==> src/common/tlgc_pkg.sv <==
/*
 * Constants for the tracking loop gain configuration block: register map,
 * field positions, reset values and determination period timing.
 * Assumes a single clock drives the block; period counts keep the 40 MHz
 * core reference rate, so a slower clock stretches them.
 */
package tlgc_pkg;

   // ********************************************
   // Bus and register map
   // ********************************************
   localparam int TLGC_ADDR_W = 8;
   localparam int TLGC_DATA_W = 32;
   localparam logic [7:0] TLGC_CFG_OFS = 8'h04;
   localparam logic [7:0] TLGC_STAT_OFS = 8'h08;
   localparam logic [31:0] TLGC_CFG_RST = 32'h0002_0010;
   // Reserved bits 27, 23, 19, 7..5 and 3 stay at reset value
   localparam logic [31:0] TLGC_CFG_WMASK = 32'hF777_FF17;
   localparam logic [1:0] TLGC_RESP_OKAY = 2'h0;
   localparam logic [1:0] TLGC_RESP_SLVERR = 2'h2;

   // ********************************************
   // Field positions in loop_gain_config
   // ********************************************
   localparam int TLGC_METHOD_LSB = 30;
   localparam int TLGC_WEIGHT_LSB = 28;
   localparam int TLGC_QUAD_BIT = 26;
   localparam int TLGC_PROP_LSB = 24;
   localparam int TLGC_INTEG_LSB = 20;
   localparam int TLGC_DEVWIN_LSB = 16;
   localparam int TLGC_LOWKV_LSB = 12;
   localparam int TLGC_HIGHKV_LSB = 8;
   localparam int TLGC_BWMODE_BIT = 4;
   localparam int TLGC_PRESET_LSB = 0;

   // ********************************************
   // Timing
   // ********************************************
   // Core reference rate; 50 us is 2000 cycles whatever the real clock
   localparam int TLGC_CLK_MHZ = 40;
   localparam int TLGC_DET_UNIT_US = 25;
   localparam int TLGC_DET_UNIT_CYC = TLGC_DET_UNIT_US * TLGC_CLK_MHZ;
   localparam int TLGC_CNT_W = 16;

   // ********************************************
   // Decoded values
   // ********************************************
   localparam logic [3:0] TLGC_LOWKV_DFLT_EXP = 4'h0;
   localparam logic [3:0] TLGC_HIGHKV_DFLT_EXP = 4'h5;
   localparam logic [10:0] TLGC_BW_800 = 11'd800;
   localparam logic [10:0] TLGC_BW_1500 = 11'd1500;
   localparam logic [10:0] TLGC_BW_1000 = 11'd1000;
   localparam logic [10:0] TLGC_BW_500 = 11'd500;
   localparam logic [10:0] TLGC_BW_200 = 11'd200;

   typedef enum logic [3:0] {
      TLGC_AGC12 = 4'h1,
      TLGC_AGC7 = 4'h2,
      TLGC_AGC2 = 4'h4,
      TLGC_FIXED = 4'h8
   } tlgc_method_e;

   typedef enum logic [1:0] {
      TLGC_WR_IDLE = 2'h1,
      TLGC_WR_RESP = 2'h2
   } tlgc_wr_e;

   typedef enum logic [1:0] {
      TLGC_RD_IDLE = 2'h1,
      TLGC_RD_RESP = 2'h2
   } tlgc_rd_e;

endpackage : tlgc_pkg

==> src/logic/tlgc_top.sv <==
/*
 * Tracking loop gain configuration: AXI4-Lite register slave holding the
 * PI compensator gain fields, their decoders and the determination tick.
 * Assumes a synchronous 40 MHz clock domain shared with the bus master.
 */
`timescale 1ns/1ps

// Function
// - Integral gain code selects x1 default, x0.125 up to x16.
// - Determination period code selects 25 to 800 us, others 50 us.
// - Periods counted in clock cycles derived from clock rate.
// - Low gain code 1..12 gives x0.0625 doubling; others give x1.
// - High gain code 1..12 gives x0.0625 doubling; others give x32.
// - Reserved bits read reset value; software writes reset value.
// - Bandwidth mode bit picks individual fields or the preset field.
// - Preset field ignored unless bandwidth mode bit is one.
// - Method code selects 12-level, 7-level, 2-level AGC or fixed.
// - Preset codes map to 800/1500/1000/500/200 Hz or automatic.
module tlgc_top
   import tlgc_pkg::*;
#(
   parameter int DET_UNIT_CYC = tlgc_pkg::TLGC_DET_UNIT_CYC
)
(
   input wire logic REF_CLK_I,
   input wire logic RST_B_I,
   input wire logic [tlgc_pkg::TLGC_ADDR_W-1:0] S_AXI_AWADDR_I,
   input wire logic S_AXI_AWVALID_I,
   output logic S_AXI_AWREADY_O,
   input wire logic [31:0] S_AXI_WDATA_I,
   input wire logic [3:0] S_AXI_WSTRB_I,
   input wire logic S_AXI_WVALID_I,
   output logic S_AXI_WREADY_O,
   output logic [1:0] S_AXI_BRESP_O,
   output logic S_AXI_BVALID_O,
   input wire logic S_AXI_BREADY_I,
   input wire logic [tlgc_pkg::TLGC_ADDR_W-1:0] S_AXI_ARADDR_I,
   input wire logic S_AXI_ARVALID_I,
   output logic S_AXI_ARREADY_O,
   output logic [31:0] S_AXI_RDATA_O,
   output logic [1:0] S_AXI_RRESP_O,
   output logic S_AXI_RVALID_O,
   input wire logic S_AXI_RREADY_I,
   output logic [3:0] GAIN_METHOD_O,
   output logic [3:0] INTEG_GAIN_EXP_O,
   output logic [3:0] LOW_KV_EXP_O,
   output logic [3:0] HIGH_KV_EXP_O,
   output logic [1:0] ERROR_WEIGHT_O,
   output logic [1:0] PROP_GAIN_O,
   output logic PROP_GAIN_QUAD_O,
   output logic COEF_FROM_PRESET_O,
   output logic [10:0] BANDWIDTH_HZ_O,
   output logic BANDWIDTH_AUTO_O,
   output logic PRESET_BAD_O,
   output logic OVERFLOW_RISK_O,
   output logic DET_TICK_O
);
   import tlgc_pkg::*;

   // ********************************************
   // Elaboration checks
   // ********************************************
   if (DET_UNIT_CYC < 1 || DET_UNIT_CYC * 32 >= (1 << TLGC_CNT_W))
   begin : g_bad_unit
      $error("DET_UNIT_CYC out of range");
   end

   // ********************************************
   // Decode functions
   // ********************************************
   // Signed power-of-two exponent of the integral gain
   function automatic logic [3:0] integ_exp(input logic [2:0] code);
      logic [3:0] e;
      e = 4'h0;
      case (code)
         3'h1: e = 4'hD;
         3'h2: e = 4'hE;
         3'h3: e = 4'hF;
         3'h4: e = 4'h1;
         3'h5: e = 4'h2;
         3'h6: e = 4'h3;
         3'h7: e = 4'h4;
         default: e = 4'h0;
      endcase
      return e;
   endfunction : integ_exp

   // Codes 1..12 map to exponents -4..7, others to a default
   function automatic logic [3:0] kv_exp(input logic [3:0] code, input logic [3:0] dflt);
      logic [3:0] e;
      e = dflt;
      if (code >= 4'h1 && code <= 4'hC)
      begin
         e = code - 4'h5;
      end
      return e;
   endfunction : kv_exp

   // Period length in units of 25 us
   function automatic logic [5:0] period_mult(input logic [2:0] code);
      logic [5:0] m;
      m = 6'h02;
      case (code)
         3'h1: m = 6'h04;
         3'h2: m = 6'h08;
         3'h3: m = 6'h01;
         3'h4: m = 6'h10;
         3'h5: m = 6'h20;
         default: m = 6'h02;
      endcase
      return m;
   endfunction : period_mult

   // Settings that would overflow the proportional path
   function automatic logic multi_bad(input logic [1:0] w, input logic [1:0] p, input logic q);
      logic b;
      b = 1'b0;
      if (q)
      begin
         b = (p == 2'h3) || (w != 2'h0 && p == 2'h0) || (w[1] && p == 2'h2);
      end
      else
      begin
         b = w[1] && p == 2'h3;
      end
      return b;
   endfunction : multi_bad

   // ********************************************
   // Register and field views
   // ********************************************
   logic [31:0] cfg_reg;
   logic [31:0] cfg_next;
   logic [31:0] stat_word;
   logic [1:0] method_code;
   logic [1:0] weight_code;
   logic [1:0] prop_code;
   logic quad_bit;
   logic [2:0] integ_code;
   logic [2:0] devwin_code;
   logic [3:0] lowkv_code;
   logic [3:0] highkv_code;
   logic bwmode_bit;
   logic [2:0] preset_code;

   assign method_code = cfg_reg[TLGC_METHOD_LSB +: 2];
   assign weight_code = cfg_reg[TLGC_WEIGHT_LSB +: 2];
   assign quad_bit = cfg_reg[TLGC_QUAD_BIT];
   assign prop_code = cfg_reg[TLGC_PROP_LSB +: 2];
   assign integ_code = cfg_reg[TLGC_INTEG_LSB +: 3];
   assign devwin_code = cfg_reg[TLGC_DEVWIN_LSB +: 3];
   assign lowkv_code = cfg_reg[TLGC_LOWKV_LSB +: 4];
   assign highkv_code = cfg_reg[TLGC_HIGHKV_LSB +: 4];
   assign bwmode_bit = cfg_reg[TLGC_BWMODE_BIT];
   assign preset_code = cfg_reg[TLGC_PRESET_LSB +: 3];

   // ********************************************
   // Decoded settings
   // ********************************************
   logic [3:0] method_dec;
   logic [10:0] bw_dec;
   logic bw_auto_dec;
   logic preset_bad_dec;
   logic ovf_dec;
   logic [TLGC_CNT_W-1:0] det_target;

   assign method_dec = (method_code == 2'h0) ? TLGC_AGC12 :
                       (method_code == 2'h1) ? TLGC_AGC7 :
                       (method_code == 2'h2) ? TLGC_AGC2 : TLGC_FIXED;

   assign bw_dec = !bwmode_bit ? 11'd0 :
                   (preset_code == 3'h0) ? TLGC_BW_800 :
                   (preset_code == 3'h3) ? TLGC_BW_1500 :
                   (preset_code == 3'h4) ? TLGC_BW_1000 :
                   (preset_code == 3'h5) ? TLGC_BW_500 :
                   (preset_code == 3'h6) ? TLGC_BW_200 : 11'd0;
   assign bw_auto_dec = bwmode_bit && preset_code == 3'h7;
   assign preset_bad_dec = bwmode_bit && (preset_code == 3'h1 || preset_code == 3'h2);

   // large high gain overflow set flagged
   assign ovf_dec = !method_code[1] ? multi_bad(weight_code, prop_code, quad_bit) :
      (highkv_code == 4'hC) ? multi_bad(weight_code, prop_code, quad_bit) :
      (highkv_code == 4'hB) ? (quad_bit && ((prop_code == 2'h3 && weight_code != 2'h0)
                                || (prop_code == 2'h0 && weight_code[1]))) :
      (highkv_code == 4'hA) ? (quad_bit && prop_code == 2'h3 && weight_code[1]) : 1'b0;

   assign det_target = TLGC_CNT_W'(DET_UNIT_CYC) * TLGC_CNT_W'(period_mult(devwin_code));

   // ********************************************
   // Decoded outputs and determination tick
   // ********************************************
   logic [TLGC_CNT_W-1:0] det_cnt_reg;
   logic [TLGC_CNT_W-1:0] det_cnt_next;
   logic det_wrap;

   assign det_wrap = det_cnt_reg >= det_target - TLGC_CNT_W'(1);
   assign det_cnt_next = det_wrap ? '0 : det_cnt_reg + TLGC_CNT_W'(1);

   always_ff @(posedge REF_CLK_I)
   begin
      if (!RST_B_I)
      begin
         det_cnt_reg <= '0;
         DET_TICK_O <= 1'b0;
      end
      else
      begin
         det_cnt_reg <= det_cnt_next;
         DET_TICK_O <= det_wrap;
      end
   end

   // Outputs lag the register by one cycle to stay flop-driven
   always_ff @(posedge REF_CLK_I)
   begin
      if (!RST_B_I)
      begin
         GAIN_METHOD_O <= TLGC_AGC12;
         INTEG_GAIN_EXP_O <= 4'h0;
         LOW_KV_EXP_O <= TLGC_LOWKV_DFLT_EXP;
         HIGH_KV_EXP_O <= TLGC_HIGHKV_DFLT_EXP;
         ERROR_WEIGHT_O <= 2'h0;
         PROP_GAIN_O <= 2'h0;
         PROP_GAIN_QUAD_O <= 1'b0;
         COEF_FROM_PRESET_O <= 1'b1;
         BANDWIDTH_HZ_O <= TLGC_BW_800;
         BANDWIDTH_AUTO_O <= 1'b0;
         PRESET_BAD_O <= 1'b0;
         OVERFLOW_RISK_O <= 1'b0;
      end
      else
      begin
         GAIN_METHOD_O <= method_dec;
         INTEG_GAIN_EXP_O <= integ_exp(integ_code);
         LOW_KV_EXP_O <= kv_exp(lowkv_code, TLGC_LOWKV_DFLT_EXP);
         HIGH_KV_EXP_O <= kv_exp(highkv_code, TLGC_HIGHKV_DFLT_EXP);
         ERROR_WEIGHT_O <= weight_code;
         PROP_GAIN_O <= prop_code;
         PROP_GAIN_QUAD_O <= quad_bit;
         COEF_FROM_PRESET_O <= bwmode_bit;
         BANDWIDTH_HZ_O <= bw_dec;
         BANDWIDTH_AUTO_O <= bw_auto_dec;
         PRESET_BAD_O <= preset_bad_dec;
         OVERFLOW_RISK_O <= ovf_dec;
      end
   end

   assign stat_word = {5'h00, BANDWIDTH_HZ_O, COEF_FROM_PRESET_O, BANDWIDTH_AUTO_O,
                       PRESET_BAD_O, OVERFLOW_RISK_O, HIGH_KV_EXP_O, LOW_KV_EXP_O,
                       INTEG_GAIN_EXP_O};

   // ********************************************
   // AXI4-Lite write channel
   // ********************************************
   tlgc_wr_e wr_state_reg;
   tlgc_wr_e wr_state_next;
   logic aw_got_reg;
   logic w_got_reg;
   logic [TLGC_ADDR_W-1:0] waddr_reg;
   logic [31:0] wdata_reg;
   logic [3:0] wstrb_reg;
   logic aw_fire;
   logic w_fire;
   logic wr_do;
   logic wr_hit;
   logic [31:0] strb_mask;

   assign aw_fire = S_AXI_AWVALID_I && S_AXI_AWREADY_O;
   assign w_fire = S_AXI_WVALID_I && S_AXI_WREADY_O;
   assign wr_do = (wr_state_reg == TLGC_WR_IDLE) && aw_got_reg && w_got_reg;
   assign wr_hit = {waddr_reg[TLGC_ADDR_W-1:2], 2'h0} == TLGC_CFG_OFS;
   assign strb_mask = {{8{wstrb_reg[3]}}, {8{wstrb_reg[2]}}, {8{wstrb_reg[1]}},
                       {8{wstrb_reg[0]}}};
   assign wr_state_next = wr_do ? TLGC_WR_RESP :
      (wr_state_reg == TLGC_WR_RESP && S_AXI_BREADY_I) ? TLGC_WR_IDLE : wr_state_reg;

   assign cfg_next = (wr_do && wr_hit) ?
      ((cfg_reg & ~(strb_mask & TLGC_CFG_WMASK)) | (wdata_reg & strb_mask & TLGC_CFG_WMASK)) :
      cfg_reg;

   always_ff @(posedge REF_CLK_I)
   begin
      if (!RST_B_I)
      begin
         cfg_reg <= TLGC_CFG_RST;
         wr_state_reg <= TLGC_WR_IDLE;
         aw_got_reg <= 1'b0;
         w_got_reg <= 1'b0;
         waddr_reg <= '0;
         wdata_reg <= '0;
         wstrb_reg <= 4'h0;
         S_AXI_AWREADY_O <= 1'b0;
         S_AXI_WREADY_O <= 1'b0;
         S_AXI_BVALID_O <= 1'b0;
         S_AXI_BRESP_O <= TLGC_RESP_OKAY;
      end
      else
      begin
         cfg_reg <= cfg_next;
         wr_state_reg <= wr_state_next;
         if (aw_fire)
         begin
            waddr_reg <= S_AXI_AWADDR_I;
         end
         if (w_fire)
         begin
            wdata_reg <= S_AXI_WDATA_I;
            wstrb_reg <= S_AXI_WSTRB_I;
         end
         aw_got_reg <= !wr_do && (aw_got_reg || aw_fire);
         w_got_reg <= !wr_do && (w_got_reg || w_fire);
         S_AXI_AWREADY_O <= wr_state_next == TLGC_WR_IDLE && !wr_do && !aw_got_reg && !aw_fire;
         S_AXI_WREADY_O <= wr_state_next == TLGC_WR_IDLE && !wr_do && !w_got_reg && !w_fire;
         S_AXI_BVALID_O <= wr_state_next == TLGC_WR_RESP;
         if (wr_do)
         begin
            S_AXI_BRESP_O <= wr_hit ? TLGC_RESP_OKAY : TLGC_RESP_SLVERR;
         end
      end
   end

   // ********************************************
   // AXI4-Lite read channel
   // ********************************************
   tlgc_rd_e rd_state_reg;
   logic ar_fire;
   logic [TLGC_ADDR_W-1:0] raddr_word;
   logic rd_cfg;
   logic rd_stat;

   assign ar_fire = S_AXI_ARVALID_I && S_AXI_ARREADY_O;
   assign raddr_word = {S_AXI_ARADDR_I[TLGC_ADDR_W-1:2], 2'h0};
   assign rd_cfg = raddr_word == TLGC_CFG_OFS;
   assign rd_stat = raddr_word == TLGC_STAT_OFS;

   always_ff @(posedge REF_CLK_I)
   begin
      if (!RST_B_I)
      begin
         rd_state_reg <= TLGC_RD_IDLE;
         S_AXI_ARREADY_O <= 1'b0;
         S_AXI_RVALID_O <= 1'b0;
         S_AXI_RDATA_O <= 32'h0000_0000;
         S_AXI_RRESP_O <= TLGC_RESP_OKAY;
      end
      else
      begin
         case (rd_state_reg)
            TLGC_RD_IDLE:
            begin
               S_AXI_ARREADY_O <= !ar_fire;
               if (ar_fire)
               begin
                  rd_state_reg <= TLGC_RD_RESP;
                  S_AXI_RVALID_O <= 1'b1;
                  // reserved bits read back reset value
                  if (rd_cfg)
                  begin
                     S_AXI_RDATA_O <= cfg_reg;
                     S_AXI_RRESP_O <= TLGC_RESP_OKAY;
                  end
                  else if (rd_stat)
                  begin
                     S_AXI_RDATA_O <= stat_word;
                     S_AXI_RRESP_O <= TLGC_RESP_OKAY;
                  end
                  else
                  begin
                     S_AXI_RDATA_O <= 32'h0000_0000;
                     S_AXI_RRESP_O <= TLGC_RESP_SLVERR;
                  end
               end
            end
            TLGC_RD_RESP:
            begin
               if (S_AXI_RREADY_I)
               begin
                  rd_state_reg <= TLGC_RD_IDLE;
                  S_AXI_RVALID_O <= 1'b0;
                  S_AXI_ARREADY_O <= 1'b1;
               end
            end
            default:
            begin
               rd_state_reg <= TLGC_RD_IDLE;
               S_AXI_RVALID_O <= 1'b0;
               S_AXI_ARREADY_O <= 1'b0;
            end
         endcase
      end
   end

endmodule : tlgc_top

==> config.mk <==
export PLATFORM = sky130hd
export DESIGN_NAME = tlgc_top
export DESIGN_NICKNAME = d
export VERILOG_FILES = /design/src/common/tlgc_pkg.sv /design/src/logic/tlgc_top.sv
export SDC_FILE = /design/constraint.sdc
export NUM_CORES = 1
export LEC_CHECK = 0
export BUFFER_PORTS_ARGS = -buffer_cell sky130_fd_sc_hd__buf_2
export CORE_MARGIN = 2
export CORE_UTILIZATION = 56
export CTS_CLUSTER_DIAMETER = 80
export DETAILED_ROUTE_END_ITERATION = 8
export PLACE_DENSITY_LB_ADDON = 0.08
export RECOVER_POWER = 25
export REMOVE_ABC_BUFFERS = 1
export SYNTH_ARGS = -nofsm -noshare
export SYNTH_HDL_FRONTEND = slang
export SYNTH_SLANG_ARGS = --single-unit
==> constraint.sdc <==
create_clock -name REF_CLK_I -period 14.3 [get_ports REF_CLK_I]
set_input_delay 0.715 -clock REF_CLK_I [delete_from_list [all_inputs] [get_ports REF_CLK_I]]
set_output_delay 0.715 -clock REF_CLK_I [all_outputs]
set_load 0.02 [all_outputs]
# Word level (Yosys, flattened, before mapping)
# Cells that the tools add are included.
# word_totals
reg_bits	176
wordCells	167
in_bits	59
# classes
magnitude_cmp	5
n_reduce_logical	51
eq_ne	37
mul	1
n_mux	30
addsub	4
bitwise	6
# ops
operator	n
$and A32 B32 Y32	2
$mux W32	1
$not A32 Y32	1
$or A32 B32 Y32	1
$eq A3 B3 Y1 const B	10
$mux W10	3
$pmux W6 S5	1
$pmux W4 S7	1
$mux W27	1
$logic_and A1 B1 Y1	26
$eq A3 B2 Y1 const B	6
$add A16 B1 Y16 const B	1
$ge A16 B16 Y1	1
$mux W2	8
$sub A16 B1 Y16 const B	1
$mul A7 B6 Y13 const A	1
$eq A2 B2 Y1 const B	6
$eq A4 B4 Y1 const B	3
$eq A6 B1 Y1 const B	2
$mux W11	1
$eq A3 B1 Y1 const B	3
$mux W9	1
$eq A2 B1 Y1 const B	4
$ge A4 B1 Y1 const B	2
other kinds (19)	47

# Depth between registers and ports, before layout
# logic_depth
ltp_word	8
depth_mapped	24
ltp_nobuf	22

# Worst setup path before layout
# No wires, ideal clock.
# synth_path
path_kind	register to register
startpoint	register with a tool-made name
endpoint	register det_cnt_reg[12]
arrival_time_ns	5.427
path_stages_with_launch	25
setup_slack_ns	8.745
synth_period_minus_slack_ns	5.555
path_cell_list	dfxtp_1 -> inv_1 -> ha_1 -> nand2b_1 -> nor3_1 -> ha_1 -> inv_1 -> fa_1 -> fa_1 -> inv_1 -> ha_1 -> xnor2_1 -> nand2_1 -> or4_4 -> nor3_4 -> nor3b_2 -> xnor2_1 -> ha_1 -> and4_1 -> nand2_1 -> o211ai_1 -> or2_1 -> clkbuf_1 -> clkbuf_1 -> nor2_1
# synth_rtl
element	line_no	text
to (signal assigned)	tlgc_top.sv:208	det_cnt_reg <= det_cnt_next;
to (decl)	tlgc_top.sv:192	logic [TLGC_CNT_W-1:0] det_cnt_reg;

==> results.toml <==
[outcome]
status = "complete, no violations"

[power_and_ir_drop]
p_int_uw = 743
combPwrFrac_pct = 10.2
power.total_uw = 998
seqPwrFrac_pct = 45.8
vdd_ir_drop_max_v = 0.000120
switching_share_pct = 25.5
power_switching_uw = 254
p_clk_share_pct = 44.1
power.density_nw_per_um2 = 122
leakage_nw = 3.40

[global_routing]
use_met2_pct = 39.5
grt_util_met1_pct = 32.2
grt_pass1_vias = 5494
grt_overflow = 0
met3_usage_pct = 6.96
grt_max_degree = 62
grt_pass1_wl_um = 26100
grtUsageTotal_pct = 24.7
top_usage_layer = "met2"
antenna_found_initial = 0

[sta]
setup_violations = 0
drv_slew = 0
rsz0062_at_grt = "no"
finalSetupTns_ns = 0
skew_ns = 0.00993
finalHoldViolations = 0
worst_slack_ns = 8.14
slew_headroom_pct = 11.1
fin_crit_ns = 6.16
worst_pin_slew_ns = 1.33
timing.fmax_mhz = 162
period_share_pct = 43.1
holdWs_ns = 0.445

[logic_synthesis]
ys_seq_area_share_pct = 43.6
synthFlopType = "dfxtp_1"
yosysWarningCount = 0
synth_top_area_share_pct = 43.6
synth.ff_latch_count = 152
synth.area.top_cells = "dfxtp_1, ha_1, nand2_1"
synth_most_common_cell = "dfxtp_1"
synth-xor-area-share_pct = 4.39
synth_cell_type_count = 55
synthAdderAreaFrac_pct = 10.8
synthTopCellsByCount = "dfxtp_1, nand2_1, a21oi_1"
avgSynthCellArea_sq_um = 8.46
syn_area_sq_um = 6980
synthArstFlopShare_pct = 0
synth_edf_count = 0
synthSimpleGateAreaFrac_pct = 23.1
synth_compound_area_share_pct = 12.3
synth_cells = 825
synth_top_family_by_area = "simple AND/OR/NAND/NOR gates"
yosysTopAreaCell = "dfxtp_1"
synth_mux_area_share_pct = 0.681

[floorplanning]
core.rowCount = 40
dieHeight_um = 116
die_x_um = 116
initial_core_util_pct = 57.6
die_area_sq_um = 13400
io_pins = 137
coreArea_sq_um = 12100

[worst_setup_path]
cp_num_buf_inv = 3
critPathTopFamily = "simple AND/OR/NAND/NOR gates"
crit_fanout = 16
cp.depth = 22
crit_arrival_ns = 6.45
cpMostUsedCell = "ha_1"
crit_chain = "inv_1 > ha_1 > nand2b_1 > nor3_1 > ha_1 > inv_1 > fa_1 > fa_1 > inv_1 > ha_1 > xnor2_1 > nand2_1 > or4_4 > nor3_4 > nor3b_2 > xnor2_1 > ha_1 > and4_1 > nand2_1 > o211ai_1 > or2_1 > nor2_1"
critPathMaxStageDelay_ns = 0.52
crit_type = "flip-flop to flip-flop"
critPathLaunchType = "flip-flop"
required_ns = 14.59
crit_slowest_cell = "fa_1"
worst_setup_path_end_kind = "flip-flop"
r2r.worst_path.cells = 22

[drt]
route.detailed.drc = 0
firstDrtPassIters = 4
final_antenna_net_count = 0
drt-initial-drc-count = 400
vias = 5951
routedWlPerCell_um = 14.7
vias_per_cell = 5.39
drt_wl_total_um = 16200

[clock_network]
cts_hold_buf = 0
clock_latency_ns = 0.43
cts-root-buf = "clkbuf_16"
cts.clk_slew.worst_paths_ns = 0.06
cts.sinks = 152
cts_setup_buffers = 0
cts_made_buffers = 17
clk_path_buf_depth = 2
cts_tree = "built"
cts_resized = 0
htreeDepth = 4

[layout]
drive_gt1_share_pct = 15.8
n_fill_cell = 1049
diodes = 0
nets = 1038
syn_to_final_growth_pct = 17.3
utilization_pct = 67.6

[placement]
port_buffers = 120
gp_congestion = 0.892
pre_cts_ws_ns = 8.24
place_hpwl_um = 11100

[run]
cap_violations = 0

[hold_path]
hold_depth = 2
hold_class = "flip-flop to flip-flop"
==> logic make-up after synthesis <==
family,after synthesis
adders and majority gates,54
muxes,4
and+or+nand+nor,344
buffers and inverters,85
AOI/OAI and AO/OA,149
xor gates and xnor gates,35
other,2
DFF,152
==> per-layer routing <==
| layer | wire length (um) | vias up |
|---|---|---|
| met3 | 1120 | 26 |
| met1 | 7400 | 2777 |
| met4 | 247 | 0 |
| met2 | 7440 | 173 |
| met5 | 0 | - |
| li1 | - | 2975 |
==> layout by cell type, fill, tap and decap left out, drive strengths merged, types with 7 or more instances in the layout <==
master and count:
xor2 15, conb 7, a221oi 17, xnor2 20, a21oi 93, inv 36
ha 44, buf 100, nor2 70, nand2 137, nand3 53, fa 10
o21ai 20, and3 8, clkbuf 47, dfxtp 152, nor3 24, and2 10
==> per-stage QoR <==
stage,cell area (sq um),instances
3_3_place_gp,7640,1074
3_5_place_dp,7640,1074
6_report,8190,1105
4_1_cts,8230,1105
2_1_floorplan,6780,780
5_1_grt,8190,1105
==> cell type report <==
class,instances,area (sq um),area share [%]
clock buffer,21,460,5.62
clock inverter,10,120,1.47
inverter,35,131,1.60
multi-input combinational,593,3610,44.1
sequential,152,3040,37.1
tap,168,210,2.57
timing repair buffer,126,613,7.48
==> power by group through the flow <==
stage	registers, mW	logic [mW]	clock network (mW)
floorplan	0.478	0.0503	0
global placement	0.464	0.0998	0
detailed placement	0.465	0.102	0
CTS	0.456	0.103	0.444
global route	0.459	0.112	0.463
finish	0.457	0.101	0.440
==> worst register-to-register path: cells and delay by family, from the launching register on <==
family / cells / cell delay, ns
xor gates and xnor gates: 2 / 0.38
and+or+nand+nor: 10 / 2.42
adders and majority gates: 6 / 2.32
buffers and inverters: 3 / 0.27
AOI/OAI and AO/OA: 1 / 0.18
DFF: 1 / 0.47
==> final timing paths <==
path                                    end  slack, ns                      startpoint
max reg2reg       det_cnt_reg[3]$_SDFF_PP0_       8.14                       flip-flop
min reg2reg  S_AXI_RDATA_O[16]$_SDFFE_PN0P_       0.45  S_AXI_RDATA_O[16]$_SDFFE_PN0P_
min          S_AXI_RDATA_O[16]$_SDFFE_PN0P_       0.45  S_AXI_RDATA_O[16]$_SDFFE_PN0P_
max               det_cnt_reg[3]$_SDFF_PP0_       8.14                       flip-flop
No activity file was read; power rests on OpenSTA's default activity.
